===== src/include/eep_pkg.sv =====
// Shared constants and types for the debug event pin link
package eep_pkg;
	localparam int unsigned CLK_PERIOD_PS = 5000;
	localparam int unsigned TEST_CLK_PERIOD_NS = 100;
	localparam int unsigned PULSE_MAX_NS = 10000;
	localparam int unsigned PULSE_MIN_CYC = (TEST_CLK_PERIOD_NS * 1000 + CLK_PERIOD_PS - 1)
		/ CLK_PERIOD_PS + 1;
	localparam int unsigned PULSE_MAX_CYC = (PULSE_MAX_NS * 1000) / CLK_PERIOD_PS - 1;
	localparam int unsigned PULSE_CYC = PULSE_MIN_CYC * 2;
	localparam int unsigned PULSE_CNT_W = 12;
	localparam logic [PULSE_CNT_W-1:0] PULSE_CNT_RESET = 12'h000;
	localparam int unsigned PIN_COUNT = 2;
	localparam int unsigned PIN_HALTED_IDX = 0;
	localparam int unsigned PIN_CARRY_IDX = 1;
	localparam logic PIN_VAL_RESET = 1'b1;
	localparam logic PIN_OE_N_RESET = 1'b1;
	localparam logic HALT_RESET = 1'b0;
	localparam logic ARMED_RESET = 1'b1;
	localparam logic PULSE_RESET = 1'b0;

	typedef enum logic [1:0] {
		EEP_MODE_IDLE,
		EEP_MODE_SIGNAL,
		EEP_MODE_COUNT
	} eep_mode_t;
endpackage


===== src/include/eep_if.sv =====
// Interface joining device event pins and board pulse logic
`timescale 1ns/1ps
interface eep_if;
	// Device pin drives, enables active low
	logic [1:0] pinOut;
	logic [1:0] pinOeN;
	// Resolved bused output line level (testbench resolves with pull-up)
	logic [1:0] pinIn;
	// Pulse logic drive onto shared input line
	logic [1:0] inLineOut;
	logic [1:0] inLineOeN;
	// Resolved shared input line level
	logic [1:0] inLineLevel;

	modport device (output pinOut, output pinOeN, input pinIn, input inLineLevel);
	modport board (input pinIn, output inLineOut, output inLineOeN, input inLineLevel);
endinterface


===== src/logic/eep_device.sv =====
// Debug event pin logic of the processor end
`timescale 1ns/1ps
// Notes on behaviour
// - Idle pins float, driving nothing
// - Signal-event mode drives pins low only
// - External sources drive lines open-collector only
// - External-count mode drives pins push-pull
// - External sources stay inactive during count
// - Enabled halt when event line seen low
// - Pulse logic pulses input on output low
// - Pulse longer than test clock, under 10us
// - Count mode: pin b carry, pin a halted
// - Input line held high during count run
// - Count gate stops pulse logic driving low
// - Board edge splits input and output lines
// ------------------------------------------------------------
// Overview
// ------------------------------------------------------------
// Pins share lines with other devices through pull-ups; only count
// mode may drive high, so software must keep one pusher per line.
// Halt follows the board's input line, never our own output pin.
module eep_device import eep_pkg::*; (
	// Clock and reset
	input wire logic clk,
	input wire logic arst_n,

	// Link
	eep_if.device link,

	// Software control
	input wire eep_mode_t mode,
	input wire logic haltEnable,
	input wire logic [1:0] eventAssert,

	// Core status
	input wire logic counterCarry,
	input wire logic coreHalted,

	// Halt request to core
	output logic haltRequest_q
);
	// ------------------------------------------------------------
	// Storage
	// ------------------------------------------------------------
	// Unpacked so each pin is written by its own processes
	logic driveVal_q [PIN_COUNT];
	logic driveVal_d [PIN_COUNT];
	logic oeN_q [PIN_COUNT];
	logic oeN_d [PIN_COUNT];
	logic haltAllowed;
	logic lineLow;
	logic haltRequest_d;

	// ------------------------------------------------------------
	// Mode decoding
	// ------------------------------------------------------------
	// Level a pin shows when enabled; only count mode drives it high
	function automatic logic pinValue(
		input eep_mode_t m,
		input int unsigned idx,
		input logic carry,
		input logic halted
	);
		logic val;
		val = PIN_VAL_RESET;
		unique case (m)
			EEP_MODE_IDLE: begin
				val = PIN_VAL_RESET;
			end
			EEP_MODE_SIGNAL: begin
				val = 1'b0;
			end
			EEP_MODE_COUNT: begin
				if (idx == PIN_CARRY_IDX) begin
					val = carry;
				end else begin
					val = halted;
				end
			end
			// Spare code of the 2-bit mode; treated as idle
			default: begin
				val = PIN_VAL_RESET;
			end
		endcase
		return val;
	endfunction

	// Enable for one pin, low while driving
	function automatic logic pinEnableN(
		input eep_mode_t m,
		input logic wantLow
	);
		logic oeN;
		oeN = PIN_OE_N_RESET;
		unique case (m)
			EEP_MODE_IDLE: begin
				oeN = PIN_OE_N_RESET;
			end
			EEP_MODE_SIGNAL: begin
				// Released rather than driven high: open-collector style
				oeN = !wantLow;
			end
			EEP_MODE_COUNT: begin
				oeN = 1'b0;
			end
			default: begin
				oeN = PIN_OE_N_RESET;
			end
		endcase
		return oeN;
	endfunction

	// Any input line held low by anyone is a stop request
	function automatic logic lineSeenLow(input logic [1:0] level);
		logic low;
		low = 1'b0;
		for (int unsigned i = 0; i < PIN_COUNT; i++) begin
			if (!level[i]) begin
				low = 1'b1;
			end
		end
		return low;
	endfunction

	// ------------------------------------------------------------
	// Pin drive
	// ------------------------------------------------------------
	// Value and enable move together, one cycle after the controls
	genvar p;
	generate
		for (p = 0; p < PIN_COUNT; p++) begin : gPin
			always_comb begin
				driveVal_d[p] = pinValue(mode, p, counterCarry, coreHalted);
			end

			always_comb begin
				oeN_d[p] = pinEnableN(mode, eventAssert[p]);
			end

			// Drive value
			always_ff @(posedge clk or negedge arst_n) begin
				if (!arst_n) begin
					driveVal_q[p] <= PIN_VAL_RESET;
				end else begin
					driveVal_q[p] <= driveVal_d[p];
				end
			end

			// Drive enable, released out of reset
			always_ff @(posedge clk or negedge arst_n) begin
				if (!arst_n) begin
					oeN_q[p] <= PIN_OE_N_RESET;
				end else begin
					oeN_q[p] <= oeN_d[p];
				end
			end
		end
	endgenerate

	// ------------------------------------------------------------
	// Link drive
	// ------------------------------------------------------------
	// Open-collector use shows as value low with the enable toggling
	assign link.pinOut = {driveVal_q[PIN_CARRY_IDX], driveVal_q[PIN_HALTED_IDX]};
	assign link.pinOeN = {oeN_q[PIN_CARRY_IDX], oeN_q[PIN_HALTED_IDX]};

	// ------------------------------------------------------------
	// Halt on shared event
	// ------------------------------------------------------------
	// Only in idle and signal modes; in count mode our own push-pull drive would self-halt
	always_comb begin
		haltAllowed = 1'b0;
		unique case (mode)
			EEP_MODE_IDLE: begin
				// Floating pins do not stop others from halting us
				haltAllowed = haltEnable;
			end
			EEP_MODE_SIGNAL: begin
				haltAllowed = haltEnable;
			end
			EEP_MODE_COUNT: begin
				haltAllowed = 1'b0;
			end
			default: begin
				haltAllowed = 1'b0;
			end
		endcase
	end

	always_comb begin
		lineLow = lineSeenLow(link.inLineLevel);
	end

	always_comb begin
		haltRequest_d = haltAllowed && lineLow;
	end

	// Registered, so a glitch on the input line cannot reach the core
	always_ff @(posedge clk or negedge arst_n) begin
		if (!arst_n) begin
			haltRequest_q <= HALT_RESET;
		end else begin
			haltRequest_q <= haltRequest_d;
		end
	end
endmodule


===== src/flat_wrapper.sv =====
// flat-port wrapper written by rule: the top's interface ports become plain ports
module eep_device_flat import eep_pkg::*;
  (clk, arst_n, mode, haltEnable, eventAssert, counterCarry, coreHalted, haltRequest_q, link_pinOut, link_pinOeN, link_pinIn, link_inLineLevel);
  eep_if link_i ();
  input wire logic clk;
  input wire logic arst_n;
  input wire eep_mode_t mode;
  input wire logic haltEnable;
  input wire logic [1:0] eventAssert;
  input wire logic counterCarry;
  input wire logic coreHalted;
  output logic haltRequest_q;
  output wire logic [$bits(link_i.pinOut)-1:0] link_pinOut;
  output wire logic [$bits(link_i.pinOeN)-1:0] link_pinOeN;
  input wire logic [$bits(link_i.pinIn)-1:0] link_pinIn;
  input wire logic [$bits(link_i.inLineLevel)-1:0] link_inLineLevel;
  assign link_pinOut = link_i.pinOut;
  assign link_pinOeN = link_i.pinOeN;
  assign link_i.pinIn = link_pinIn;
  assign link_i.inLineLevel = link_inLineLevel;
  eep_device u_core (.clk(clk), .arst_n(arst_n), .link(link_i), .mode(mode), .haltEnable(haltEnable), .eventAssert(eventAssert), .counterCarry(counterCarry), .coreHalted(coreHalted), .haltRequest_q(haltRequest_q));
endmodule

===== config.mk =====
export PLATFORM = sky130hd
export DESIGN_NAME = eep_device_flat
export DESIGN_NICKNAME = d
export VERILOG_FILES = /design/src/include/eep_pkg.sv /design/src/include/eep_if.sv /design/src/logic/eep_device.sv /design/src/flat_wrapper.sv
export SDC_FILE = /design/constraint.sdc
export NUM_CORES = 1
export LEC_CHECK = 0
export BUFFER_PORTS_ARGS = -buffer_cell sky130_fd_sc_hd__clkbuf_2
export CAP_MARGIN = 20
export CORE_AREA = 2 2 39 41
export CTS_BUF_LIST = sky130_fd_sc_hd__clkbuf_8
export CTS_CLUSTER_DIAMETER = 150
export DETAILED_ROUTE_END_ITERATION = 8
export DIE_AREA = 0 0 41 43
export HOLD_SLACK_MARGIN = 0.15
export PLACE_DENSITY = 0.4
export SYNTH_ARGS = -nofsm -noshare
export SYNTH_HDL_FRONTEND = slang
export SYNTH_SLANG_ARGS = --single-unit
export TNS_END_PERCENT = 10

===== constraint.sdc =====
create_clock -name clk -period 1.5 [get_ports clk]
set_input_delay 0.075 -clock clk [delete_from_list [all_inputs] [get_ports clk]]
set_output_delay 0.075 -clock clk [all_outputs]
set_load 0.01 [all_outputs]

* After elaboration in Yosys (flattened, before gate mapping)
Cells that the tools add are included.
W data, S select, Z words.
** Word-level totals
- Latch bits :: 0
- Logic and storage cells :: 19
- Bits in read-only memories :: 0
- Flip-flop bits (word level) :: 5
- Memories kept :: 0
- Output and inout bits :: 5
- Bits of input ports :: 13
- Bits in writable memories :: 0
** Cells by class
- Eq/ne operators :: 2
- Bitwise logic cells :: 0
- Div/mod/pow operators :: 0
- Shift operators :: 0
- Add/sub/neg operators :: 0
- Reduce and logical (&&, ||, !) cells :: 5
- $lt $le $gt $ge :: 0
- Multiply operators :: 0
- Mux-type cells :: 7
** Operator list (number)
- $pmux W1 S2 :: 4
- $mux W1 :: 3
- $eq A2 B1 Y1 const B :: 1
- $eq A2 B2 Y1 const B :: 1
- $logic_not A1 Y1 :: 2
- $logic_not A2 Y1 :: 1
- $reduce_or A2 Y1 :: 1
- $logic_and A1 B1 Y1 :: 1

* Longest topological paths before layout
- Depth in word-level cells :: 4
- Mapped depth :: 2

* Worst setup path before layout
No wires, ideal clock.
- Path type :: flip-flop to output port
- Start :: register u_core.oeN_q, in the netlist u_core.link.pinOeN[0]
- End :: output link_pinOeN[0]
- Data required time :: 1425 ps
- Path buffers :: 0
- Path slack :: 905 ps
- Arrival :: 520 ps
- Cell stages (with the launch flop) :: 1
- Cells stage by stage :: dfstp_2
** RTL lines
- start: declaration :: RTL line eep_device.sv:48 : logic oeN_q [PIN_COUNT];
- start signal: indexed assignment :: RTL line eep_device.sv:154 : oeN_q[p] <= oeN_d[p];
- end: declaration :: RTL line flat_wrapper.sv:14 : output wire logic [$bits(link_i.pinOeN)-1:0] link_pinOeN;
No word-level cell between the ends.

* Worst setup path after layout
- Start :: input link_inLineLevel[0]
- End :: register u_core.haltRequest_q
** On the way
- Word-level cells in the longest chain between the ends :: 3
** Ends and longest elaborated chain
- start: declaration :: RTL line flat_wrapper.sv:16 : input wire logic [$bits(link_i.inLineLevel)-1:0] link_inLineLevel;
- $mux W1 (2 in a row) :: RTL line eep_device.sv:118 : if (!level[i]) begin
- $logic_and A1 B1 Y1 :: RTL line eep_device.sv:195 : haltRequest_d = haltAllowed && lineLow;
- net u_core.haltRequest_d :: RTL line eep_device.sv:52 : logic haltRequest_d;
- end signal: assignment :: RTL line eep_device.sv:203 : haltRequest_q <= haltRequest_d;
- end: declaration :: RTL line eep_device.sv:40 : output logic haltRequest_q
The timed path passes the listed nets, and every way through them passes these cells.

==> impl_metrics.py <==
metrics = {
    "run_status": {
        "status": "finished, final reports clean",
    },
    "layout": {
        "syn_to_final_growth_pct": 119,
        "final_common_cell": "clkbuf_2",
        "fill_cells": 151,
        "nets": 57,
        "finalNonFillerCells": 59,
        "num_antenna_cells": 0,
        "regArea_um2": 130,
        "drive_gt1_frac": 0.512,
        "multiInputGateArea_um2": 58.8,
        "final_cell_mix": "clkbuf_2 (15), dlygate4sd3_1 (9), dfstp_2 (4), clkbuf_8 (3)",
    },
    "yosys": {
        "synth.area.top_cells": "dfstp_2 (55%), dfrtp_1 (13%), o21a_1 (7.8%)",
        "synth_top_area_frac": 0.545,
        "synth_area_um2": 193,
        "synth-seq-area-share": 0.675,
        "synth_seq_cells": 5,
        "ys_types": 9,
        "syn-num-nets": 28,
        "syn_inst": 15,
        "yosys_warnings": 0,
        "syn_avg_cell_area_um2": 12.8,
        "synth_top_cell_by_area": "dfstp_2",
    },
    "clock_network": {
        "cts_tree": "done",
        "cts_buffer_depth": 2,
        "cts_max_level": 1,
        "post_cts_resized": 0,
        "postCtsSetupBuffers": 0,
        "cts_buffers": 3,
        "path_clk_slew_ps": 30,
        "hold_buffers": 9,
        "clockRootBuffer": "clkbuf_8",
        "cts.sink_count": 5,
    },
    "grt": {
        "grt-busiest-layer": "met4",
        "first_global_vias": 210,
        "met2_usage": 0.0906,
        "grt_use_met3": 0.0314,
        "grt_util_met1": 0.0619,
        "grt_pass1_wl_um": 731,
        "grtUsageTotal": 0.0726,
        "antenna_found_initial": 0,
        "grt_overflow": 0,
        "grt_max_degree": 6,
    },
    "die": {
        "core_area_mm2": 0.00138,
        "dieArea_mm2": 0.00176,
        "rows": 14,
        "die_y_um": 43,
        "start_util": 0.139,
        "ios": 18,
        "die_x_um": 41,
    },
    "routing": {
        "drc": 0,
        "drtIter0Drc": 0,
        "totalWireLength_um": 450,
        "drtAntennaViolNets": 0,
        "wl_per_cell_um": 7.63,
        "avgViaCountPerCell": 3.64,
        "vias": 215,
        "dr.pass1.iters": 1,
    },
    "placed_design": {
        "hpwl_um": 373,
        "gp_congestion": 0.624,
        "place_inst": 46,
        "io_buffers": 15,
    },
    "timing": {
        "worst_pin_slew_ps": 189,
        "hold_viol_final": 0,
        "fin_crit_sh": 0.875,
        "relSlewSlack": 0.873,
        "fmax_mhz": 762,
        "setup_tns_ps": 0,
        "setup_viol": 0,
        "hold_slack_ps": 189,
        "grt_setup_unrepaired": "no",
        "layout_min_cycle_time_ps": 1310,
        "slew_viol_final": 0,
    },
    "power": {
        "p_leak_nw": 0.206,
        "p_seq_frac": 0.339,
        "internal_power_mw": 0.365,
        "sw_frac_of_total": 0.192,
        "p_per_area_mw_per_mm2": 1070,
        "total_power_mw": 0.451,
        "comb_power_share": 0.140,
        "pwr-share-clk": 0.520,
        "peakVddDrop_mv": 0.198,
        "switchingPower_mw": 0.0865,
    },
    "flow_run": {
        "cap_violations": 0,
    },
    "worst_setup_path": {
        "critical_path_class": "input pin to flip-flop",
        "cp_data_arrival_time_ps": 1470,
        "end_kind": "flip-flop",
        "cp-startpoint": "link_inLineLevel[0]",
        "critPathMaxFanout": 1,
        "start_kind": "input pin",
        "required_ps": 1650,
    },
    "hold_path": {
        "hold_start": "mode[1]",
        "hold_class": "input pin to flip-flop",
    },
}
==> cell usage after synthesis <==
library cell / number
dfstp_2: 4
a21oi_1: 2
nand2b_1: 2
o21a_1: 2
a211oi_1: 1
and2b_1: 1
dfrtp_1: 1
inv_1: 1
nor2b_1: 1
==> path summary, 6_finish.rpt <==
path                                          to  slack [ps]  cells after the start
max                         u_core.haltRequest_q         190                      4
min                        u_core.link.pinOeN[0]         190                      3
max in group asynchronous  u_core.link.pinOut[1]        1090                      2
min in group asynchronous   u_core.haltRequest_q         200                      2
==> through the flow <==
step           area, µm²   util  worst slack (ps)
6_report             423  0.306               188
4_1_cts              423  0.306               171
3_3_place_gp         288  0.208               813
5_1_grt              423  0.306               115
2_1_floorplan        193      -               905
3_5_place_dp         288  0.208               808
==> metal layers <==
layer	part of all wire	routed length [µm]	vias to the layer above
met3	0.20	88	5
met5	0	0	-
met2	0.39	176	19
li1	-	-	105
met4	0.076	34	0
met1	0.34	151	86
==> worst max-delay path, stage by stage <==
cell and delay, ps:
dlygate4sd3_1 530, clkbuf_2 100, a211oi_1 190, dlygate4sd3_1 570
==> kinds of logic (layout without fill, tap and decap cells) <==
group / Yosys count / after routing / share of synthesized area
and+or+nand+nor: 4 / 4 / 0.136
DFF: 5 / 5 / 0.675
AOI/OAI and AO/OA: 5 / 5 / 0.169
buffers and inverters: 1 / 29 / 0.0195
==> state kept, by name (all words and copies together) (netlist names) <==
| name | cells |
|---|---|
| u_core.link.pinOeN | 2 |
| u_core.link.pinOut | 2 |
| u_core.haltRequest_q | 1 |
==> cell type report <==
cell class | count | area share
timing repair buffer | 24 | 0.391
inverter | 1 | 0.00888
multi-input combinational | 9 | 0.139
tap | 16 | 0.0473
clock inverter | 1 | 0.00888
sequential | 5 | 0.308
clock buffer | 3 | 0.0976
==> power groups by stage <==
| stage | registers, mW | logic, mW | clock network [mW] |
|---|---|---|---|
| final | 0.153 | 0.0633 | 0.235 |
| after floorplan | 0.160 | 0.0116 | 0 |
| after CTS | 0.153 | 0.0641 | 0.242 |
| after global routing | 0.154 | 0.0705 | 0.260 |
| after detailed placement | 0.154 | 0.0447 | 0 |
| after global placement | 0.154 | 0.0432 | 0 |
Note: power is estimated with default switching activity, not from simulation.
